==> config.mk <==
export PLATFORM = sky130hd
export DESIGN_NAME = hht_host_port
export DESIGN_NICKNAME = d
export VERILOG_FILES = /design/src/common/hht_pkg.sv /design/src/common/hht_trig_if.sv /design/src/design/hht_trigger.sv /design/src/design/hht_host_port.sv
export SDC_FILE = /design/constraint.sdc
export NUM_CORES = 1
export LEC_CHECK = 0
export BUFFER_PORTS_ARGS = -buffer_cell sky130_fd_sc_hd__buf_4
export CORE_MARGIN = 5
export CORE_UTILIZATION = 50
export DETAILED_ROUTE_END_ITERATION = 8
export MAX_ROUTING_LAYER = met4
export PLACE_DENSITY = 0.76
export SLEW_MARGIN = 5
export SYNTH_ARGS = -nofsm -noshare
export SYNTH_HDL_FRONTEND = slang
export SYNTH_HIERARCHICAL = 1
export SYNTH_SLANG_ARGS = --single-unit
==> constraint.sdc <==
create_clock -name sys_clk -period 4.4 [get_ports sys_clk]
set_input_delay 0.66 -clock sys_clk [delete_from_list [all_inputs] [get_ports sys_clk]]
set_output_delay 0.66 -clock sys_clk [all_outputs]
set_load 0.03 [all_outputs]
==> src/common/hht_pkg.sv <==
// Purpose: Shared constants for the host handshake and trigger block
// Assumes: 50 MHz sys_clk, 32-bit register bus, 16-bit host data pins
// Notes: Byte offsets are word aligned

package hht_pkg;
	// Register byte offsets
	localparam logic [3:0] HHT_OFS_CONFIG1 = 4'h0;
	localparam logic [3:0] HHT_OFS_MODE = 4'h4;
	localparam logic [3:0] HHT_OFS_STATUS = 4'h8;
	localparam logic [3:0] HHT_OFS_CONTROL = 4'hc;
	// Configuration register 1 fields
	localparam int HHT_CFG_SSF_BIT = 8;
	localparam int HHT_CFG_EXT_EN_BIT = 7;
	localparam int HHT_CFG_ZWAIT_BIT = 0;
	localparam logic [15:0] HHT_CFG1_RESET = 16'h0000;
	// Mode register fields
	localparam int HHT_MODE_LSB = 0;
	localparam int HHT_MODE_WTG_BIT = 4;
	// Status word fields
	localparam int HHT_ST_STRAP_BIT = 0;
	localparam int HHT_ST_SSF_BIT = 1;
	localparam int HHT_ST_BC_RUN_BIT = 2;
	localparam int HHT_ST_WTG_BIT = 3;
	localparam int HHT_ST_MON_BIT = 4;
	localparam int HHT_ST_BUSY_BIT = 5;
	localparam int HHT_ST_CNT_LSB = 8;
	// Control register fields
	localparam int HHT_CTL_BC_CLR_BIT = 0;
	localparam int HHT_CTL_MON_CLR_BIT = 1;
	// Internal transfer length of one host access
	localparam logic [1:0] HHT_XFER_CYCLES = 2'h2;
	localparam logic [7:0] HHT_CNT_RESET = 8'h00;

	typedef enum logic [2:0]
	{
		HHT_MODE_RT = 3'h0,
		HHT_MODE_BC = 3'h1,
		HHT_MODE_BC_ENH = 3'h2,
		HHT_MODE_WMON = 3'h3,
		HHT_MODE_MMON = 3'h4
	} hht_mode_t;

	typedef enum logic [1:0]
	{
		HHT_IDLE = 2'b00,
		HHT_XFER = 2'b01,
		HHT_HOLD = 2'b11
	} hht_state_t;
endpackage

==> src/common/hht_trig_if.sv <==
// Purpose: Carries the synchronised trigger pulse and flag level between modules
// Assumes: Both ends on sys_clk
// Notes: trig_pulse lasts one cycle per rising edge

`timescale 1ns/1ps
`default_nettype none

interface hht_trig_if;
	logic trig_pulse;
	logic subsystem_flag_in_low;
	modport src (output trig_pulse, output subsystem_flag_in_low);
	modport dst (input trig_pulse, input subsystem_flag_in_low);
endinterface

`default_nettype wire

==> src/design/hht_trigger.sv <==
// Purpose: Synchronises the trigger and subsystem flag pins
// Assumes: Pins are asynchronous to sys_clk
// Notes: Edge detection compares the second flop with a third flop

`timescale 1ns/1ps
`default_nettype none

module hht_trigger
	import hht_pkg::*;
(
	input wire logic sys_clk,
	input wire logic rst_n,
	input wire logic external_trigger_in,
	input wire logic subsystem_flag_in,
	hht_trig_if.src tif
);
	logic trig_s1;
	logic trig_s2;
	logic trig_q;
	logic ssf_s1;
	logic ssf_s2;

	always_ff @(posedge sys_clk or negedge rst_n)
	begin
		if (!rst_n)
		begin
			trig_s1 <= 1'b0;
			trig_s2 <= 1'b0;
			trig_q <= 1'b0;
		end
		else
		begin
			trig_s1 <= external_trigger_in;
			trig_s2 <= trig_s1;
			trig_q <= trig_s2;
		end
	end

	// Flag idles high so reset to the inactive level
	always_ff @(posedge sys_clk or negedge rst_n)
	begin
		if (!rst_n)
		begin
			ssf_s1 <= 1'b1;
			ssf_s2 <= 1'b1;
		end
		else
		begin
			ssf_s1 <= subsystem_flag_in;
			ssf_s2 <= ssf_s1;
		end
	end

	assign tif.trig_pulse = trig_s2 & ~trig_q; // [RQ17]
	assign tif.subsystem_flag_in_low = ~ssf_s2;

	a_trig_single: assert property ( // [RQ17]
		@(posedge sys_clk) disable iff (!rst_n)
		tif.trig_pulse |=> !tif.trig_pulse)
		else $error("trigger pulse longer than one cycle");

	a_trig_edge: assert property ( // [RQ17]
		@(posedge sys_clk) disable iff (!rst_n)
		$rose(trig_s2) |-> tif.trig_pulse)
		else $error("rising trigger edge produced no pulse");
endmodule

`default_nettype wire

==> src/design/hht_host_port.sv <==
// Purpose: Host handshake, buffer enable, strap and trigger dispatch
// Assumes: Host keeps address, direction and data stable while strobing
// Notes: Host pins pass two flops; one Avalon wait state per access
//
// What this block does
// RQ1 - In RT mode a low subsystem flag input sets the RT status flag bit.
// RQ2 - Config bit 8 reads back what software wrote, whatever the input.
// RQ3 - In plain BC mode with bit 7 set, a trigger edge starts the frame.
// RQ4 - In enhanced BC mode a wait-for-trigger op stalls until an edge.
// RQ5 - In word monitor mode with bit 7 set, a trigger edge starts it.
// RQ6 - In message monitor mode the trigger input is ignored.
// RQ7 - The strap selects buffered at 0 and transparent/DMA at 1.
// RQ8 - A nonzero-wait read ends with ready low and read data valid.
// RQ9 - A nonzero-wait write ends with ready low once the word is stored.
// RQ10 - The host keeps its strobe low until it sees ready low.
// RQ11 - In zero-wait mode ready stays high while idle.
// RQ12 - In zero-wait mode ready is low exactly during the internal access.
// RQ13 - In zero-wait mode the host waits for ready high before a new cycle.
// RQ14 - Buffer enable is low while an internal access is in progress.
// RQ15 - External logic may use low buffer enable to open its buffers.
// RQ16 - The host drives mem/reg high for memory and low for registers.
// RQ17 - The trigger pin is synchronised and each rising edge gives a pulse.

`timescale 1ns/1ps
`default_nettype none

module hht_host_port
	import hht_pkg::*;
(
	input wire logic sys_clk,
	input wire logic reset_n,
	input wire logic [3:0] avs_address,
	input wire logic avs_read,
	input wire logic avs_write,
	input wire logic [31:0] avs_writedata,
	output logic [31:0] avs_readdata,
	output logic avs_waitrequest,
	input wire logic host_strobe_n,
	input wire logic host_rd_wr,
	input wire logic host_mem_reg,
	input wire logic [3:0] host_addr,
	input wire logic [15:0] host_data_in,
	output logic [15:0] host_data_out,
	output logic host_data_oe_n,
	output logic host_ready_n,
	output logic io_buffer_enable_n,
	input wire logic transparent_strap_in,
	input wire logic subsystem_flag_in,
	input wire logic external_trigger_in,
	output logic rt_status_subsys_flag,
	output logic bc_frame_start,
	output logic wtg_advance,
	output logic monitor_start
);
	logic rst_s1;
	logic rst_n;
	logic [23:0] pin_s1;
	logic [23:0] pin_s2;
	logic strobe_s_n;
	logic rd_s;
	logic mem_s;
	logic [3:0] addr_s;
	logic [15:0] din_s;
	logic strap_loaded;
	logic [1:0] strap_wait;
	logic transparent;
	logic [15:0] cfg1;
	hht_mode_t mode;
	logic bc_running;
	logic wtg_waiting;
	logic mon_active;
	logic [7:0] instr_cnt;
	logic ack;
	logic bus_wr;
	logic sw_wtg_set;
	logic sw_bc_clr;
	logic sw_mon_clr;
	hht_state_t state;
	hht_state_t next_state;
	logic [1:0] xfer_cnt;
	logic acc_rd;
	logic acc_mem;
	logic acc_zw;
	logic [3:0] acc_addr;
	logic [15:0] acc_data;
	logic [15:0] ram [16];
	logic zero_wait;
	logic host_cfg_wr;
	logic [15:0] status;
	logic trig_bc;
	logic trig_wtg;
	logic trig_mon;

	hht_trig_if tif ();

	hht_trigger u_trigger
	(
		.sys_clk(sys_clk),
		.rst_n(rst_n),
		.external_trigger_in(external_trigger_in),
		.subsystem_flag_in(subsystem_flag_in),
		.tif(tif)
	);

	// Reset enters asynchronously but is released on the clock
	always_ff @(posedge sys_clk or negedge reset_n)
	begin
		if (!reset_n)
		begin
			rst_s1 <= 1'b0;
			rst_n <= 1'b0;
		end
		else
		begin
			rst_s1 <= 1'b1;
			rst_n <= rst_s1;
		end
	end

	// Host pins are sampled as one bundle so fields stay aligned in time
	always_ff @(posedge sys_clk or negedge rst_n)
	begin
		if (!rst_n)
		begin
			pin_s1 <= 24'hffffff;
			pin_s2 <= 24'hffffff;
		end
		else
		begin
			pin_s1 <= {transparent_strap_in, host_strobe_n, host_rd_wr,
				host_mem_reg, host_addr, host_data_in};
			pin_s2 <= pin_s1;
		end
	end

	assign strobe_s_n = pin_s2[22];
	assign rd_s = pin_s2[21];
	assign mem_s = pin_s2[20];
	assign addr_s = pin_s2[19:16];
	assign din_s = pin_s2[15:0];

	// Strap is caught once, after the pin flops have flushed their reset
	// value; catching earlier would always read transparent
	always_ff @(posedge sys_clk or negedge rst_n)
	begin
		if (!rst_n)
		begin
			strap_wait <= 2'b00;
			strap_loaded <= 1'b0;
			transparent <= 1'b0;
		end
		else if (!strap_loaded)
		begin
			strap_wait <= {strap_wait[0], 1'b1};
			strap_loaded <= strap_wait[1];
			transparent <= pin_s2[23]; // [RQ7]
		end
	end

	// Zero-wait timing only exists on the buffered port
	assign zero_wait = cfg1[HHT_CFG_ZWAIT_BIT] & ~transparent; // [RQ7]

	function automatic logic [15:0] status_word(input logic busy);
		logic [15:0] w;
		w = 16'h0000;
		w[HHT_ST_STRAP_BIT] = transparent;
		w[HHT_ST_SSF_BIT] = rt_status_subsys_flag;
		w[HHT_ST_BC_RUN_BIT] = bc_running;
		w[HHT_ST_WTG_BIT] = wtg_waiting;
		w[HHT_ST_MON_BIT] = mon_active;
		w[HHT_ST_BUSY_BIT] = busy;
		w[HHT_ST_CNT_LSB +: 8] = instr_cnt;
		return w;
	endfunction

	// Procedural so that the flags read inside the function wake it up
	always_comb
	begin
		status = status_word(state != HHT_IDLE);
	end

	// Avalon slave: one wait state, then the access completes
	assign avs_waitrequest = (avs_read | avs_write) & ~ack;
	assign bus_wr = avs_write & ack;
	assign sw_wtg_set = bus_wr && avs_address == HHT_OFS_MODE
		&& avs_writedata[HHT_MODE_WTG_BIT];
	assign sw_bc_clr = bus_wr && avs_address == HHT_OFS_CONTROL
		&& avs_writedata[HHT_CTL_BC_CLR_BIT];
	assign sw_mon_clr = bus_wr && avs_address == HHT_OFS_CONTROL
		&& avs_writedata[HHT_CTL_MON_CLR_BIT];

	always_ff @(posedge sys_clk or negedge rst_n)
	begin
		if (!rst_n)
			ack <= 1'b0;
		else
			ack <= (avs_read | avs_write) & ~ack;
	end

	always_ff @(posedge sys_clk or negedge rst_n)
	begin
		if (!rst_n)
			avs_readdata <= 32'h00000000;
		else if (avs_read && !ack)
		begin
			if (avs_address == HHT_OFS_CONFIG1)
				avs_readdata <= {16'h0000, cfg1}; // [RQ2]
			else if (avs_address == HHT_OFS_MODE)
				avs_readdata <= {29'h00000000, mode};
			else if (avs_address == HHT_OFS_STATUS)
				avs_readdata <= {16'h0000, status};
			else
				avs_readdata <= 32'h00000000;
		end
	end

	// Only software writes reach this register, never the flag pin
	always_ff @(posedge sys_clk or negedge rst_n)
	begin
		if (!rst_n)
			cfg1 <= HHT_CFG1_RESET;
		else if (bus_wr && avs_address == HHT_OFS_CONFIG1)
			cfg1 <= avs_writedata[15:0]; // [RQ2]
		else if (host_cfg_wr)
			cfg1 <= acc_data; // [RQ2]
	end

	always_ff @(posedge sys_clk or negedge rst_n)
	begin
		if (!rst_n)
			mode <= HHT_MODE_RT;
		else if (bus_wr && avs_address == HHT_OFS_MODE)
			mode <= hht_mode_t'(avs_writedata[HHT_MODE_LSB +: 3]);
	end

	// RT status flag follows the pin, not the configuration bit
	always_ff @(posedge sys_clk or negedge rst_n)
	begin
		if (!rst_n)
			rt_status_subsys_flag <= 1'b0;
		else
			rt_status_subsys_flag <= (mode == HHT_MODE_RT)
				& tif.subsystem_flag_in_low; // [RQ1]
	end

	// Trigger dispatch; message monitor has no term here at all
	assign trig_bc = tif.trig_pulse && mode == HHT_MODE_BC
		&& cfg1[HHT_CFG_EXT_EN_BIT]; // [RQ3] [RQ6]
	assign trig_wtg = tif.trig_pulse && mode == HHT_MODE_BC_ENH
		&& wtg_waiting; // [RQ4] [RQ6]
	assign trig_mon = tif.trig_pulse && mode == HHT_MODE_WMON
		&& cfg1[HHT_CFG_EXT_EN_BIT]; // [RQ5] [RQ6]

	always_ff @(posedge sys_clk or negedge rst_n)
	begin
		if (!rst_n)
		begin
			bc_frame_start <= 1'b0;
			wtg_advance <= 1'b0;
			monitor_start <= 1'b0;
		end
		else
		begin
			bc_frame_start <= trig_bc; // [RQ3]
			wtg_advance <= trig_wtg; // [RQ4]
			monitor_start <= trig_mon; // [RQ5]
		end
	end

	// Start events win over a software clear in the same cycle
	always_ff @(posedge sys_clk or negedge rst_n)
	begin
		if (!rst_n)
			bc_running <= 1'b0;
		else if (trig_bc)
			bc_running <= 1'b1; // [RQ3]
		else if (sw_bc_clr)
			bc_running <= 1'b0;
	end

	always_ff @(posedge sys_clk or negedge rst_n)
	begin
		if (!rst_n)
			mon_active <= 1'b0;
		else if (trig_mon)
			mon_active <= 1'b1; // [RQ5]
		else if (sw_mon_clr)
			mon_active <= 1'b0;
	end

	// The trigger consumes a pending wait before a fresh one is armed
	always_ff @(posedge sys_clk or negedge rst_n)
	begin
		if (!rst_n)
		begin
			wtg_waiting <= 1'b0;
			instr_cnt <= HHT_CNT_RESET;
		end
		else if (trig_wtg)
		begin
			wtg_waiting <= 1'b0; // [RQ4]
			instr_cnt <= instr_cnt + 8'h01;
		end
		// The arming write also sets the mode, so judge the written mode
		else if (sw_wtg_set
			&& avs_writedata[HHT_MODE_LSB +: 3] == HHT_MODE_BC_ENH)
			wtg_waiting <= 1'b1;
	end

	// Host access sequencer
	always_comb
	begin
		next_state = state;
		case (state)
			HHT_IDLE:
				if (!strobe_s_n)
					next_state = HHT_XFER;
			HHT_XFER:
				if (xfer_cnt == 2'h0)
					next_state = HHT_HOLD;
			HHT_HOLD:
				if (strobe_s_n)
					next_state = HHT_IDLE; // [RQ10]
			default:
				next_state = HHT_IDLE;
		endcase
	end

	always_ff @(posedge sys_clk or negedge rst_n)
	begin
		if (!rst_n)
			state <= HHT_IDLE;
		else
			state <= next_state;
	end

	// Address, direction and data are held for the whole access
	always_ff @(posedge sys_clk or negedge rst_n)
	begin
		if (!rst_n)
		begin
			xfer_cnt <= 2'h0;
			acc_rd <= 1'b0;
			acc_mem <= 1'b0;
			acc_zw <= 1'b0;
			acc_addr <= 4'h0;
			acc_data <= 16'h0000;
		end
		else if (state == HHT_IDLE && !strobe_s_n)
		begin
			xfer_cnt <= HHT_XFER_CYCLES - 2'h1;
			acc_rd <= rd_s;
			acc_mem <= mem_s; // [RQ16]
			acc_zw <= zero_wait;
			acc_addr <= addr_s;
			acc_data <= din_s;
		end
		else if (state == HHT_XFER && xfer_cnt != 2'h0)
			xfer_cnt <= xfer_cnt - 2'h1;
	end

	assign host_cfg_wr = state == HHT_XFER && xfer_cnt == 2'h0 && !acc_rd
		&& !acc_mem && acc_addr == 4'h0;

	// Shared RAM has no reset; contents are undefined until written
	always_ff @(posedge sys_clk)
	begin
		if (state == HHT_XFER && xfer_cnt == 2'h0 && !acc_rd && acc_mem)
			ram[acc_addr] <= acc_data; // [RQ9]
	end

	always_ff @(posedge sys_clk or negedge rst_n)
	begin
		if (!rst_n)
			host_data_out <= 16'h0000;
		else if (state == HHT_XFER && xfer_cnt == 2'h0 && acc_rd)
		begin
			if (acc_mem)
				host_data_out <= ram[acc_addr]; // [RQ8]
			else if (acc_addr == 4'h0)
				host_data_out <= cfg1;
			else
				host_data_out <= status;
		end
	end

	// Ready: low during the transfer for zero wait, else after it
	assign host_ready_n = acc_zw ? (state != HHT_XFER) // [RQ11] [RQ12]
		: (state != HHT_HOLD); // [RQ8] [RQ9]
	assign io_buffer_enable_n = (state != HHT_XFER); // [RQ14] [RQ15]
	assign host_data_oe_n = !(state == HHT_HOLD && acc_rd && !strobe_s_n);

	a_ssf_status_follow: assert property ( // [RQ1]
		@(posedge sys_clk) disable iff (!rst_n)
		(mode == HHT_MODE_RT && tif.subsystem_flag_in_low && $stable(mode))
		|=> rt_status_subsys_flag)
		else $error("subsystem flag low did not set status flag");

	a_cfg_bit_stable: assert property ( // [RQ2]
		@(posedge sys_clk) disable iff (!rst_n)
		(!bus_wr && !host_cfg_wr) |=> $stable(cfg1[HHT_CFG_SSF_BIT]))
		else $error("config subsystem bit changed without a write");

	a_bc_start_edge: assert property ( // [RQ3]
		@(posedge sys_clk) disable iff (!rst_n)
		(tif.trig_pulse && mode == HHT_MODE_BC && cfg1[HHT_CFG_EXT_EN_BIT])
		|=> bc_frame_start && bc_running)
		else $error("external start did not begin the frame");

	a_wtg_stall: assert property ( // [RQ4]
		@(posedge sys_clk) disable iff (!rst_n)
		(wtg_waiting && !tif.trig_pulse) |=> !wtg_advance && wtg_waiting)
		else $error("wait-for-trigger advanced without an edge");

	a_mon_start_edge: assert property ( // [RQ5]
		@(posedge sys_clk) disable iff (!rst_n)
		(tif.trig_pulse && mode == HHT_MODE_WMON && cfg1[HHT_CFG_EXT_EN_BIT])
		|=> monitor_start ##1 !monitor_start)
		else $error("word monitor start pulse wrong");

	a_msgmon_ignore: assert property ( // [RQ6]
		@(posedge sys_clk) disable iff (!rst_n)
		(mode == HHT_MODE_MMON) |-> !trig_bc && !trig_wtg && !trig_mon)
		else $error("trigger acted in message monitor mode");

	a_strap_fixed: assert property ( // [RQ7]
		@(posedge sys_clk) disable iff (!rst_n)
		strap_loaded |=> $stable(transparent))
		else $error("host interface mode changed after capture");

	a_ready_nonzero: assert property ( // [RQ8]
		@(posedge sys_clk) disable iff (!rst_n)
		(state == HHT_IDLE && !strobe_s_n && !zero_wait)
		|=> host_ready_n [*2] ##1 !host_ready_n)
		else $error("nonzero-wait ready not asserted after transfer");

	a_zw_idle_high: assert property ( // [RQ11]
		@(posedge sys_clk) disable iff (!rst_n)
		(state == HHT_IDLE) |-> host_ready_n)
		else $error("ready low while idle");

	a_zw_busy_low: assert property ( // [RQ12]
		@(posedge sys_clk) disable iff (!rst_n)
		(state == HHT_IDLE && !strobe_s_n && zero_wait)
		|=> !host_ready_n [*2] ##1 host_ready_n)
		else $error("zero-wait ready not low for the transfer");

	a_io_buffer_enable_n_access: assert property ( // [RQ14]
		@(posedge sys_clk) disable iff (!rst_n)
		(state == HHT_IDLE && !strobe_s_n)
		|=> !io_buffer_enable_n [*2] ##1 io_buffer_enable_n)
		else $error("buffer enable not low during access");
endmodule

`default_nettype wire

==> summary.md, run 1 <==
| Metric | Value |
|---|---|
| Status | `completed` |
| Worst Clk Skew | `0.0141 ns` |
| Max-cap viol count | `0` |
| Num rows | `64` |
| CTS Hold Buffers Added | `1` |
| Wire per inst | `23.2 um` |
| Arrival time at the worst endpoint | `3.24 ns` |
| Post-CTS Resized | `0` |
| Die W | `187 um` |
| Clk sinks | `409` |
| Initial DRC Count | `856` |
| R2R cell count | `7` |
| Synth Register Bits | `409` |
| Cell Area, Synth | `15700 um2` |
| TritonRoute pass-1 iters | `8` |
| Final Instance Area | `18300 um2` |
| Power per cell area | `630 nW/um2` |
| WP data required | `4.62 ns` |
| # fillers | `2216` |
| Max frequency | `332 MHz` |
| Drc violations | `0` |
| GRT overflow | `0` |
| Synth Flop Type | `edfxtp_1` |
| Final Hold Fails | `0` |
| Post-CTS Setup Inserts | `0` |
| Hold Crit Depth | `1` |
| Initial core utilization | `0.509` |
| CP startpoint kind | `register` |
| EDFF count, synth | `256` |
| Initial antenna violation count | `0` |
| Num ports | `122` |
| CTS tree | `yes` |
| Clock insertion delay at the later pin of the skew report | `0.53 ns` |
| Fin crit share | `0.685` |
| H-tree Lvls | `2` |
| First-pass GRT wire length | `54400 um` |
| Largest net degree at the start of global routing | `86` |
| CTS buffer count | `40` |
| LEAKAGE | `6.78 nW` |
| Fraction of registers with async set/reset | `0.374` |
| Worst Hold Class | `input port to register` |
| Vias in the first global route | `9035` |
| Avg Vias per Cell | `5.87` |
| Antenna Nets Post-Route | `0` |
| Total wire length | `35200 um` |
| Clock Path Buffers | `3` |
| Ant. Diodes | `0` |
| Reg clk slew, reported paths | `0.06 ns` |
| Unrepaired setup endpoints after global routing | `false` |
| IO buf count | `89` |
| Die height | `187 um` |
| TNS Setup | `0 ns` |
| Yosys warnings | `6` |
| Core area | `30800 um2` |
| DP Wirelength | `22200 um` |
| Fin nets | `1156` |
| CTS root buffer | `clkbuf_16` |
| Overall global routing resource usage | `0.206` |
| Slew Viols, Final | `0` |
| Sequential cell area fraction in the yosys report | `0.738` |
| Syn Inst Count | `972` |
| Layout cells sized above 1 | `0.268` |
| Avg Cell Area, Syn | `16.1 um2` |
| Vias post-DR | `8904` |
| Critical path capture point type | `register` |
| Worst IR Drop VDD | `0.000476 V` |
| Final worst path period need | `3.01 ns` |
| Crit-path max FO | `9` |
| Setup CP Type | `register to register` |
| Die area | `35000 um2` |
| # setup viols final | `0` |
| Worst-Margin Slew | `1.15 ns` |
| Slew headroom | `0.233` |
| Layout area overhead | `16.3%` |
| Area post-placement | `16900 um2` |
| GPL Wtd Cong | `0.881` |
| Number of distinct library cells after synthesis | `49` |
[synth_stat cells, types with 9 or more instances]
cell type  number  area share
a21oi_1        17      0.0054
a22o_1         12      0.0067
a22oi_1        26       0.012
a31oi_1        16      0.0064
buf_2           9      0.0029
buf_4          17      0.0081
clkbuf_1       30      0.0072
dfrtp_1       103        0.16
dfstp_2        50       0.084
edfxtp_1      256        0.49
mux2_2         12      0.0086
mux2i_1        65       0.041
mux4_2         42       0.060
nand2_1       121       0.029
nand3_1        10      0.0032
nand4_1        17      0.0068
nor2_1         47       0.011
o21ai_0        22      0.0070
o22ai_1        11      0.0044
[worst paths after layout]
check / endpoint / from / slack (ns)
hold reg to reg: pin_s2[21]$_DFF_PN1_ / pin_s1[21]$_DFF_PN1_ / 0.35
setup reg to reg: ram[1][15]$_DFFE_PP_ / xfer_cnt[0]$_DFFE_PN0P_ / 1.39
max in group asynchronous: ack$_DFF_PN0_ / rst_n$_DFF_PN0_ / 3.07
hold / removal: pin_s1[11]$_DFF_PN1_ / host_data_in[11] / 0.24
setup / recovery: ram[1][15]$_DFFE_PP_ / xfer_cnt[0]$_DFFE_PN0P_ / 1.39
min in group asynchronous: transparent$_DFFE_PN0N_ / rst_n$_DFF_PN0_ / 0.42
[final cells by class]
cell class | count | area [um2] | share of cell area
sequential | 409 | 11600 | 0.635
multi-input combinational | 506 | 3830 | 0.210
clock buffer | 62 | 1200 | 0.0656
timing repair buffer | 123 | 938 | 0.0514
tap | 396 | 495 | 0.0271
clock inverter | 12 | 168 | 0.00919
inverter | 8 | 30.0 | 0.00165
[metal layers]
layer,GRT usage,up-vias,part of all wire
met5,-,-,0
met4,0.0788,0,0.039
met3,0.0327,97,0.063
met2,0.327,360,0.50
met1,0.272,4586,0.40
li1,-,3861,-
[flip-flops by register name, summed over array words and instances (netlist names), 2 cells and up]
signal and cells:
acc_addr 4, xfer_cnt 2, cfg1 16, acc_data 16, pin_s2 24, ram 256
instr_cnt 8, mode 3, state 2, avs_readdata 16, strap_wait 2, host_data_out 16
pin_s1 24
[through the flow]
stage	setup slack [ns]	total power, W	utilization	cells	hold slack, ns
6_report	1.39	0.0115	0.592	1516	0.236
5_1_grt	1.20	0.0120	0.592	1516	0.215
4_1_cts	1.36	0.0115	0.592	1516	0.218
3_5_place_dp	1.36	0.00805	0.547	1441	0.340
3_3_place_gp	1.43	0.00794	0.547	1441	0.336
2_1_floorplan	1.29	0.00699	-	987	0.331
[worst max-delay path, cell delays in order, from the launching register on]
cell and delay [ns]:
dfrtp_1 0.38, inv_1 0.07, ha_1 0.25, nand2b_1 0.15, nor3_1 0.54, nand2_1 0.25
nor3_2 0.72, buf_4 0.33
[where the power goes]
group          switching (W)  leakage, nW  internal [W]
registers           0.000849         4.12       0.00477
logic                0.00133         1.99       0.00104
clock network        0.00139        0.667       0.00211
total                0.00357         6.78       0.00793
[logic make-up (layout without fill, tap and decap cells)]
family | after synthesis | count (layout) | synth area share
xor gates and xnor gates | 9 | 9 | 0.00502
muxes | 119 | 119 | 0.110
buffers and inverters | 72 | 205 | 0.0234
DFF | 409 | 409 | 0.738
adders and majority gates | 3 | 3 | 0.00223
AOI/OAI and AO/OA | 119 | 119 | 0.0506
other | 2 | 17 | 0.000479
and+or+nand+nor | 239 | 239 | 0.0701
[cells in the final DEF (no fill, tap or decap), types with 7 or more instances in the layout]
cell and count:
a22oi_1 26, o22ai_1 11, nand2_1 121, nand4_1 17
xnor2_1 7, nor2_1 47, dfstp_2 50, nand3_1 10
inv_1 8, clkbuf_16 42, o21ai_0 22, a22o_1 12
a21oi_1 17, clkbuf_1 12, nand2b_1 8, nor2b_1 8
mux4_2 42, clkbuf_8 7, mux2_2 12, mux2i_1 65
conb_1 17, o22a_1 8, buf_4 121, a31oi_1 16
edfxtp_1 256, dfrtp_1 101
Power figures use the tool's default switching activity.
==> run 2, diff against run 1 <==
- PLACE_DENSITY: 0.76 -> 0.73
- clock period: 4.4 -> 3.09 ns (I/O delays scaled with it)
==> run 2 against run 1 <==
Against the previous run: first-iteration DRC count shrank 1.3%; die area is the same; combinational power grew 49%; global-route usage is essentially flat; critical path type unchanged; highest routed layer unchanged; final cell count grew 2.1%; clock power grew 43%.
==> summary.md, run 2 (synthesis gave the netlist of run 1 again) <==
| Metric | Value |
|---|---|
| Status | `completed` |
| WP data required | `3.30 ns (-1.32 ns)` |
| Layout cells sized above 1 | `0.281 (+0.0134)` |
| Worst Clk Skew | `0.0261 ns (+0.0121 ns)` |
| Vias in the first global route | `9154 (+1.3%)` |
| Total wire length | `35300 um (+0.21%)` |
| Worst IR Drop VDD | `0.000630 V (+32%)` |
| Ant. Diodes | `0 (unchanged)` |
| Num rows | `64 (unchanged)` |
| Slowest-stage cell, CP | `dfrtp_1` |
| Num ports | `122 (unchanged)` |
| H-tree Lvls | `2 (unchanged)` |
| Max frequency | `394 MHz (+19%)` |
| Slew headroom | `0.344 (+0.111)` |
| # fillers | `2207 (-0.41%)` |
| CTS tree | `yes` |
| Layout area overhead | `18.0%` |
| CP startpoint kind | `register` |
| CTS root buffer | `clkbuf_16` |
| Critical Path Stages | `4 (-3)` |
| Clk sinks | `409 (unchanged)` |
| Post-CTS Resized | `0 (unchanged)` |
| Power per cell area | `886 nW/um2 (+41%)` |
| Crit path max-delay family | `flip-flops` |
| Largest net degree at the start of global routing | `59 (-31%)` |
| Antenna Nets Post-Route | `0 (unchanged)` |
| Final Instance Area | `18500 um2 (+1.4%)` |
| Core area | `30800 um2 (unchanged)` |
| First-pass GRT wire length | `54600 um (+0.52%)` |
| Worst Hold Class | `input port to register` |
| Arrival time at the worst endpoint | `2.75 ns (-0.49 ns)` |
| Overall global routing resource usage | `0.206 (+0.000288)` |
| GRT overflow | `0 (unchanged)` |
| LEAKAGE | `6.93 nW (+2.3%)` |
| Vias post-DR | `9020 (+1.3%)` |
| FF/Latch Area | `11600 um2 (unchanged)` |
| Initial DRC Count | `845 (-1.3%)` |
| Slew Viols, Final | `0 (unchanged)` |
| Initial antenna violation count | `0 (unchanged)` |
| Crit-path max FO | `19 (+10)` |
| Largest Register | `ram` |
| TNS Setup | `0 ns (unchanged)` |
| Area post-placement | `17100 um2 (+1.1%)` |
| Critical path capture point type | `register` |
| CTS buffer count | `41 (+2.5%)` |
| Reg clk slew, reported paths | `0.06 ns (about the same)` |
| Clock Path Buffers | `3 (unchanged)` |
| Clock insertion delay at the later pin of the skew report | `0.55 ns (+0.02 ns)` |
| Post-CTS Setup Inserts | `0 (unchanged)` |
| Worst Path Buf+Inv | `2 (unchanged)` |
| Fin nets | `1187 (+2.7%)` |
| DP Wirelength | `22400 um (+0.61%)` |
| Unrepaired setup endpoints after global routing | `false` |
| Drc violations | `0 (unchanged)` |
| Largest register FFs | `256 (unchanged)` |
| Final Hold Fails | `0 (unchanged)` |
| Most frequent cell on the critical path | `buf_4` |
| Wire per inst | `22.8 um (-1.9%)` |
| Max-cap viol count | `0 (unchanged)` |
| Worst-Margin Slew | `0.980 ns (-0.166 ns)` |
| Max incr delay on CP | `0.91 ns (+0.19 ns)` |
| Setup CP Type | `register to register` |
| Commonest non-fill, non-tap cell in the layout | `edfxtp_1` |
| Area occupied by multi-input gates | `3830 um2 (unchanged)` |
| # setup viols final | `0 (unchanged)` |
| Most frequent cells in the layout | `edfxtp_1 (256), buf_4 (142), nand2_1 (121), dfrtp_1 (101), mux2i_1 (65)` |
| Initial core utilization | `0.509 (unchanged)` |
| GPL Wtd Cong | `0.856 (-2.8%)` |
| Die height | `187 um (unchanged)` |
| R2R cell count | `4 (-3)` |
| Fin crit share | `0.822 (+0.137)` |
| IO buf count | `89 (unchanged)` |
| Fin util | `0.601 (+0.00856)` |
| Avg Vias per Cell | `5.83 (-0.79%)` |
| TritonRoute pass-1 iters | `5 (-3)` |
| Largest regs | `ram (256), pin_s1 (24), pin_s2 (24)` |
| Critical path, cell by cell | `buf_4 > nand2_1 > nor2_1 > buf_4` |
| Hold Crit Depth | `1 (unchanged)` |
| Final worst path period need | `2.54 ns (-0.472 ns)` |
| Met2 Resource Use GR | `0.326 (-0.000560)` |
| Die W | `187 um (unchanged)` |
| Die area | `35000 um2 (unchanged)` |
| GRT busiest layer | `met2` |
| Grt met3 use | `0.0272 (-0.00541)` |
| Met1 Use GR | `0.285 (+0.0122)` |
-- run 2: power breakdown --
group / switching (W) / internal (W)
clock network: 0.00209 / 0.00293
logic: 0.00198 / 0.00155
registers: 0.00107 / 0.00679
total: 0.00514 / 0.0113
-- run 2: timing repair --
item                                    4_1_cts  5_1_grt
hold buffers                                  9        0
endpoints found under the hold margin        10        0
endpoints found under the setup margin        0        0
-- run 2: per-layer routing --
metal  share of wire  up-vias  wire [um]
met5               0        -          0
met4           0.029        0       1020
met3           0.066       77       2320
met2            0.49      378      17300
met1            0.41     4627      14600
li1                -     3938          -
-- run 2: worst paths after layout --
| check | startpoint | to | slack, ns |
|---|---|---|---|
| worst max-delay path | acc_addr[3]$_DFFE_PN0P_ | ram[14][11]$_DFFE_PP_ | 0.55 |
| worst min-delay path | host_data_in[9] | pin_s1[9]$_DFF_PN1_ | 0.03 |
| worst max register to register | acc_addr[3]$_DFFE_PN0P_ | ram[14][11]$_DFFE_PP_ | 0.55 |
| worst min register to register | rst_n$_DFF_PN0_ | strap_wait[0]$_DFFE_PN0N_ | 0.32 |
| max in group asynchronous | rst_n$_DFF_PN0_ | avs_readdata[14]$_DFFE_PN0P_ | 1.75 |
| min in group asynchronous | reset_n | rst_s1$_DFF_PN0_ | 0.25 |
-- run 2: area by class of cell --
cell class | count | area share
flip-flops and latches | 409 | 0.626
inverters | 8 | 0.00162
repair buffers | 153 | 0.0646
clock inverters | 20 | 0.0110
well taps | 396 | 0.0268
clock buffers | 56 | 0.0631
multi-input cells | 506 | 0.207
-- run 2: worst reg2reg max path, delay by kind of cell (launching register included) --
family	cells	cell delay (ns)
flops	1	0.91
buf+inv	2	0.68
simple gates	2	0.61
-- run 2: per-stage QoR --
step | setup slack [ns] | hold WS (ns) | instances | power [W]
2_1_floorplan | 0.113 | 0.168 | 987 | 0.00996
4_1_cts | 0.534 | 0.000533 | 1548 | 0.0165
3_5_place_dp | 0.553 | 0.250 | 1463 | 0.0115
5_1_grt | 0.451 | 0.00204 | 1548 | 0.0171
6_report | 0.551 | 0.0263 | 1548 | 0.0164
3_3_place_gp | 0.573 | 0.250 | 1463 | 0.0114
==> run 3, diff against run 2 <==
- PLACE_DENSITY: 0.73 -> 0.76
- clock period: 3.09 -> 2.2 ns (I/O delays scaled with it)
==> run 3 against run 2 <==
Against the previous run: clock skew down 0.010 ns; hold slack better by 0.050 ns; non-clock buffer count up 31; critical endpoint is now cfg1[8]$_DFFE_PN0P_.
==> summary.md, run 3 (synthesis gave the netlist of run 1 again) <==
| Metric | Value |
|---|---|
| Initial antenna violation count | `0 (unchanged)` |
| Slew headroom | `0.475 (+0.131)` |
| Avg Vias per Cell | `5.82 (about the same)` |
| WP data required | `2.58 ns (-0.72 ns)` |
| IO buf count | `89 (unchanged)` |
| Max-cap viol count | `0 (unchanged)` |
| Drc violations | `0 (unchanged)` |
| Crit-path max FO | `20 (+1)` |
| Reg clk slew, reported paths | `0.06 ns (about the same)` |
| Commonest non-fill, non-tap cell in the layout | `edfxtp_1` |
| Most frequent cells in the layout | `edfxtp_1 (256), buf_4 (139), nand2_1 (119), dfrtp_1 (99), mux2i_1 (65)` |
| Final worst path period need | `2.13 ns (-0.407 ns)` |
| Status | `completed` |
| Overall global routing resource usage | `0.210 (+0.00355)` |
| Total power | `0.0228 W (+39%)` |
| Worst Clk Skew | `0.0156 ns (-0.0105 ns)` |
| Die height | `187 um (unchanged)` |
| Largest register FFs | `256 (unchanged)` |
| Worst-Margin Slew | `0.788 ns (-0.192 ns)` |
| Clk sinks | `409 (unchanged)` |
| Layout area overhead | `20.9%` |
| Placed Instances | `1471 (+0.55%)` |
| DP Wirelength | `23100 um (+3.1%)` |
| GRT overflow | `0 (unchanged)` |
| CP startpoint kind | `register` |
| Clock Path Buffers | `3 (unchanged)` |
| CTS root buffer | `clkbuf_16` |
| GPL Wtd Cong | `0.896 (+4.6%)` |
| Arrival time at the worst endpoint | `2.52 ns (-0.23 ns)` |
| P_sw | `0.00726 W (+41%)` |
| CTS buffer count | `39 (-4.9%)` |
| CTS tree | `yes` |
| Final Instance Area | `19000 um2 (+2.5%)` |
| Layout cells sized above 1 | `0.302 (+0.0210)` |
| # setup viols final | `0 (unchanged)` |
| Num rows | `64 (unchanged)` |
| Largest regs | `ram (256), pin_s1 (24), pin_s2 (24)` |
| # fillers | `2106 (-4.6%)` |
| Largest net degree at the start of global routing | `56 (-5.1%)` |
| Net Sw Frac | `0.318 (+0.00516)` |
| Area post-placement | `17400 um2 (+2.3%)` |
| Worst Hold Class | `input port to register` |
| Worst IR Drop VDD | `0.00114 V (+81%)` |
| Largest Register | `ram` |
| Slew Viols, Final | `0 (unchanged)` |
| Seq pwr share | `0.477 (-0.002)` |
| Final Hold Fails | `0 (unchanged)` |
| Setup CP Type | `register to register` |
| Fin nets | `1216 (+2.4%)` |
| Fin cells | `1574 (+1.7%)` |
| Max frequency | `469 MHz (+19%)` |
| First-pass GRT wire length | `55200 um (+1.0%)` |
| Unrepaired setup endpoints after global routing | `true` |
| Die W | `187 um (unchanged)` |
| Vias post-DR | `9164 (+1.6%)` |
| Fin crit share | `0.969 (+0.148)` |
| Clock share of power | `0.279 (-0.026)` |
| Initial core utilization | `0.509 (unchanged)` |
| Critical path capture point type | `register` |
| Core area | `30800 um2 (unchanged)` |
| TritonRoute pass-1 iters | `5 (unchanged)` |
| Wire per inst | `22.7 um (-0.25%)` |
| Vias in the first global route | `9413 (+2.8%)` |
| H-tree Lvls | `2 (unchanged)` |
| Num ports | `122 (unchanged)` |
| LEAKAGE | `7.06 nW (+1.8%)` |
| Die area | `35000 um2 (unchanged)` |
| Fin util | `0.615 (+0.0149)` |
| Total wire length | `35800 um (+1.4%)` |
| Initial DRC Count | `800 (-5.3%)` |
| Ant. Diodes | `0 (unchanged)` |
| Internal power component | `0.0156 W (+38%)` |
| Power per cell area | `1200 nW/um2 (+36%)` |
| Part of the power in combinational logic | `0.244 (+0.029)` |
| Antenna Nets Post-Route | `0 (unchanged)` |
| Clock insertion delay at the later pin of the skew report | `0.53 ns (-0.02 ns)` |
-- run 3: cell count changes in the layout (fill, tap and decap cells not counted), sizes merged --
cell,change
buf,+13
clkbuf,-4
inv,+4
bufinv,-3
dlygate4sd3,+18
clkinvlp,-2
-- run 3: power groups by stage --
| stage | Combinational, W | Clock, W | Sequential (W) |
|---|---|---|---|
| after floorplan | 0.00343 | 0 | 0.0107 |
| after global placement | 0.00530 | 0 | 0.0109 |
| after detailed placement | 0.00541 | 0 | 0.0110 |
| after CTS | 0.00550 | 0.00644 | 0.0109 |
| after global routing | 0.00596 | 0.00680 | 0.0110 |
| final | 0.00557 | 0.00637 | 0.0109 |
-- run 3: layout make-up --
type                    instances  area, um2  area share
repair buffers                184       1670      0.0882
clock buffers                  52       1110      0.0584
flip-flops and latches        409      11600       0.611
clock inverters                19        104     0.00547
multi-input cells             506       3970       0.209
well taps                     396        495      0.0261
inverters                       8       30.0     0.00158
-- run 3: through the flow --
step | hold slack, ns | setup TNS [ns] | setup WS [ns]
after floorplan | 0.0344 | -11.94 | -0.170
after global placement | 0.113 | 0 | 0.0399
after detailed placement | 0.114 | 0 | 0.0216
after CTS | 0.0555 | 0 | 0.00214
after global routing | 0.0574 | 0 | 0.0000449
final | 0.0760 | 0 | 0.0674
-- run 3: repair_timing --
item                                   4_1_cts  5_1_grt
resized for setup                            0        6
setup endpoints to repair                    0       75
buffers inserted                             0        5
endpoints found under the hold margin       28        0
hold buffers                                27        0
-- run 3: final timing paths --
check / start / end / slack (ns) / cells after the start
max in group asynchronous: rst_n$_DFF_PN0_ / pin_s2[22]$_DFF_PN1_ / 1.20 / 1
hold reg to reg: rst_n$_DFF_PN0_ / acc_data[3]$_DFFE_PN0P_ / 0.31 / 0
hold / removal: avs_writedata[13] / cfg1[13]$_DFFE_PN0P_ / 0.08 / 3
setup / recovery: acc_addr[3]$_DFFE_PN0P_ / cfg1[8]$_DFFE_PN0P_ / 0.07 / 6
setup reg to reg: acc_addr[3]$_DFFE_PN0P_ / cfg1[8]$_DFFE_PN0P_ / 0.07 / 6
min in group asynchronous: reset_n / rst_n$_DFF_PN0_ / 0.13 / 2
-- run 3: critical path, cell delays in order (launching register included) --
cell and delay [ns]:
dfrtp_2 0.47, buf_12 0.19, or4_4 0.52, nor4_4 0.21, buf_12 0.22, mux2i_1 0.26, a21oi_1 0.11
-- run 3: metal layers --
| layer | GRT usage | part of all wire | routed length (um) |
|---|---|---|---|
| met5 | - | 0 | 0 |
| met4 | 0.0648 | 0.028 | 998 |
| met3 | 0.0398 | 0.083 | 2960 |
| met2 | 0.338 | 0.50 | 17900 |
| met1 | 0.275 | 0.39 | 13900 |
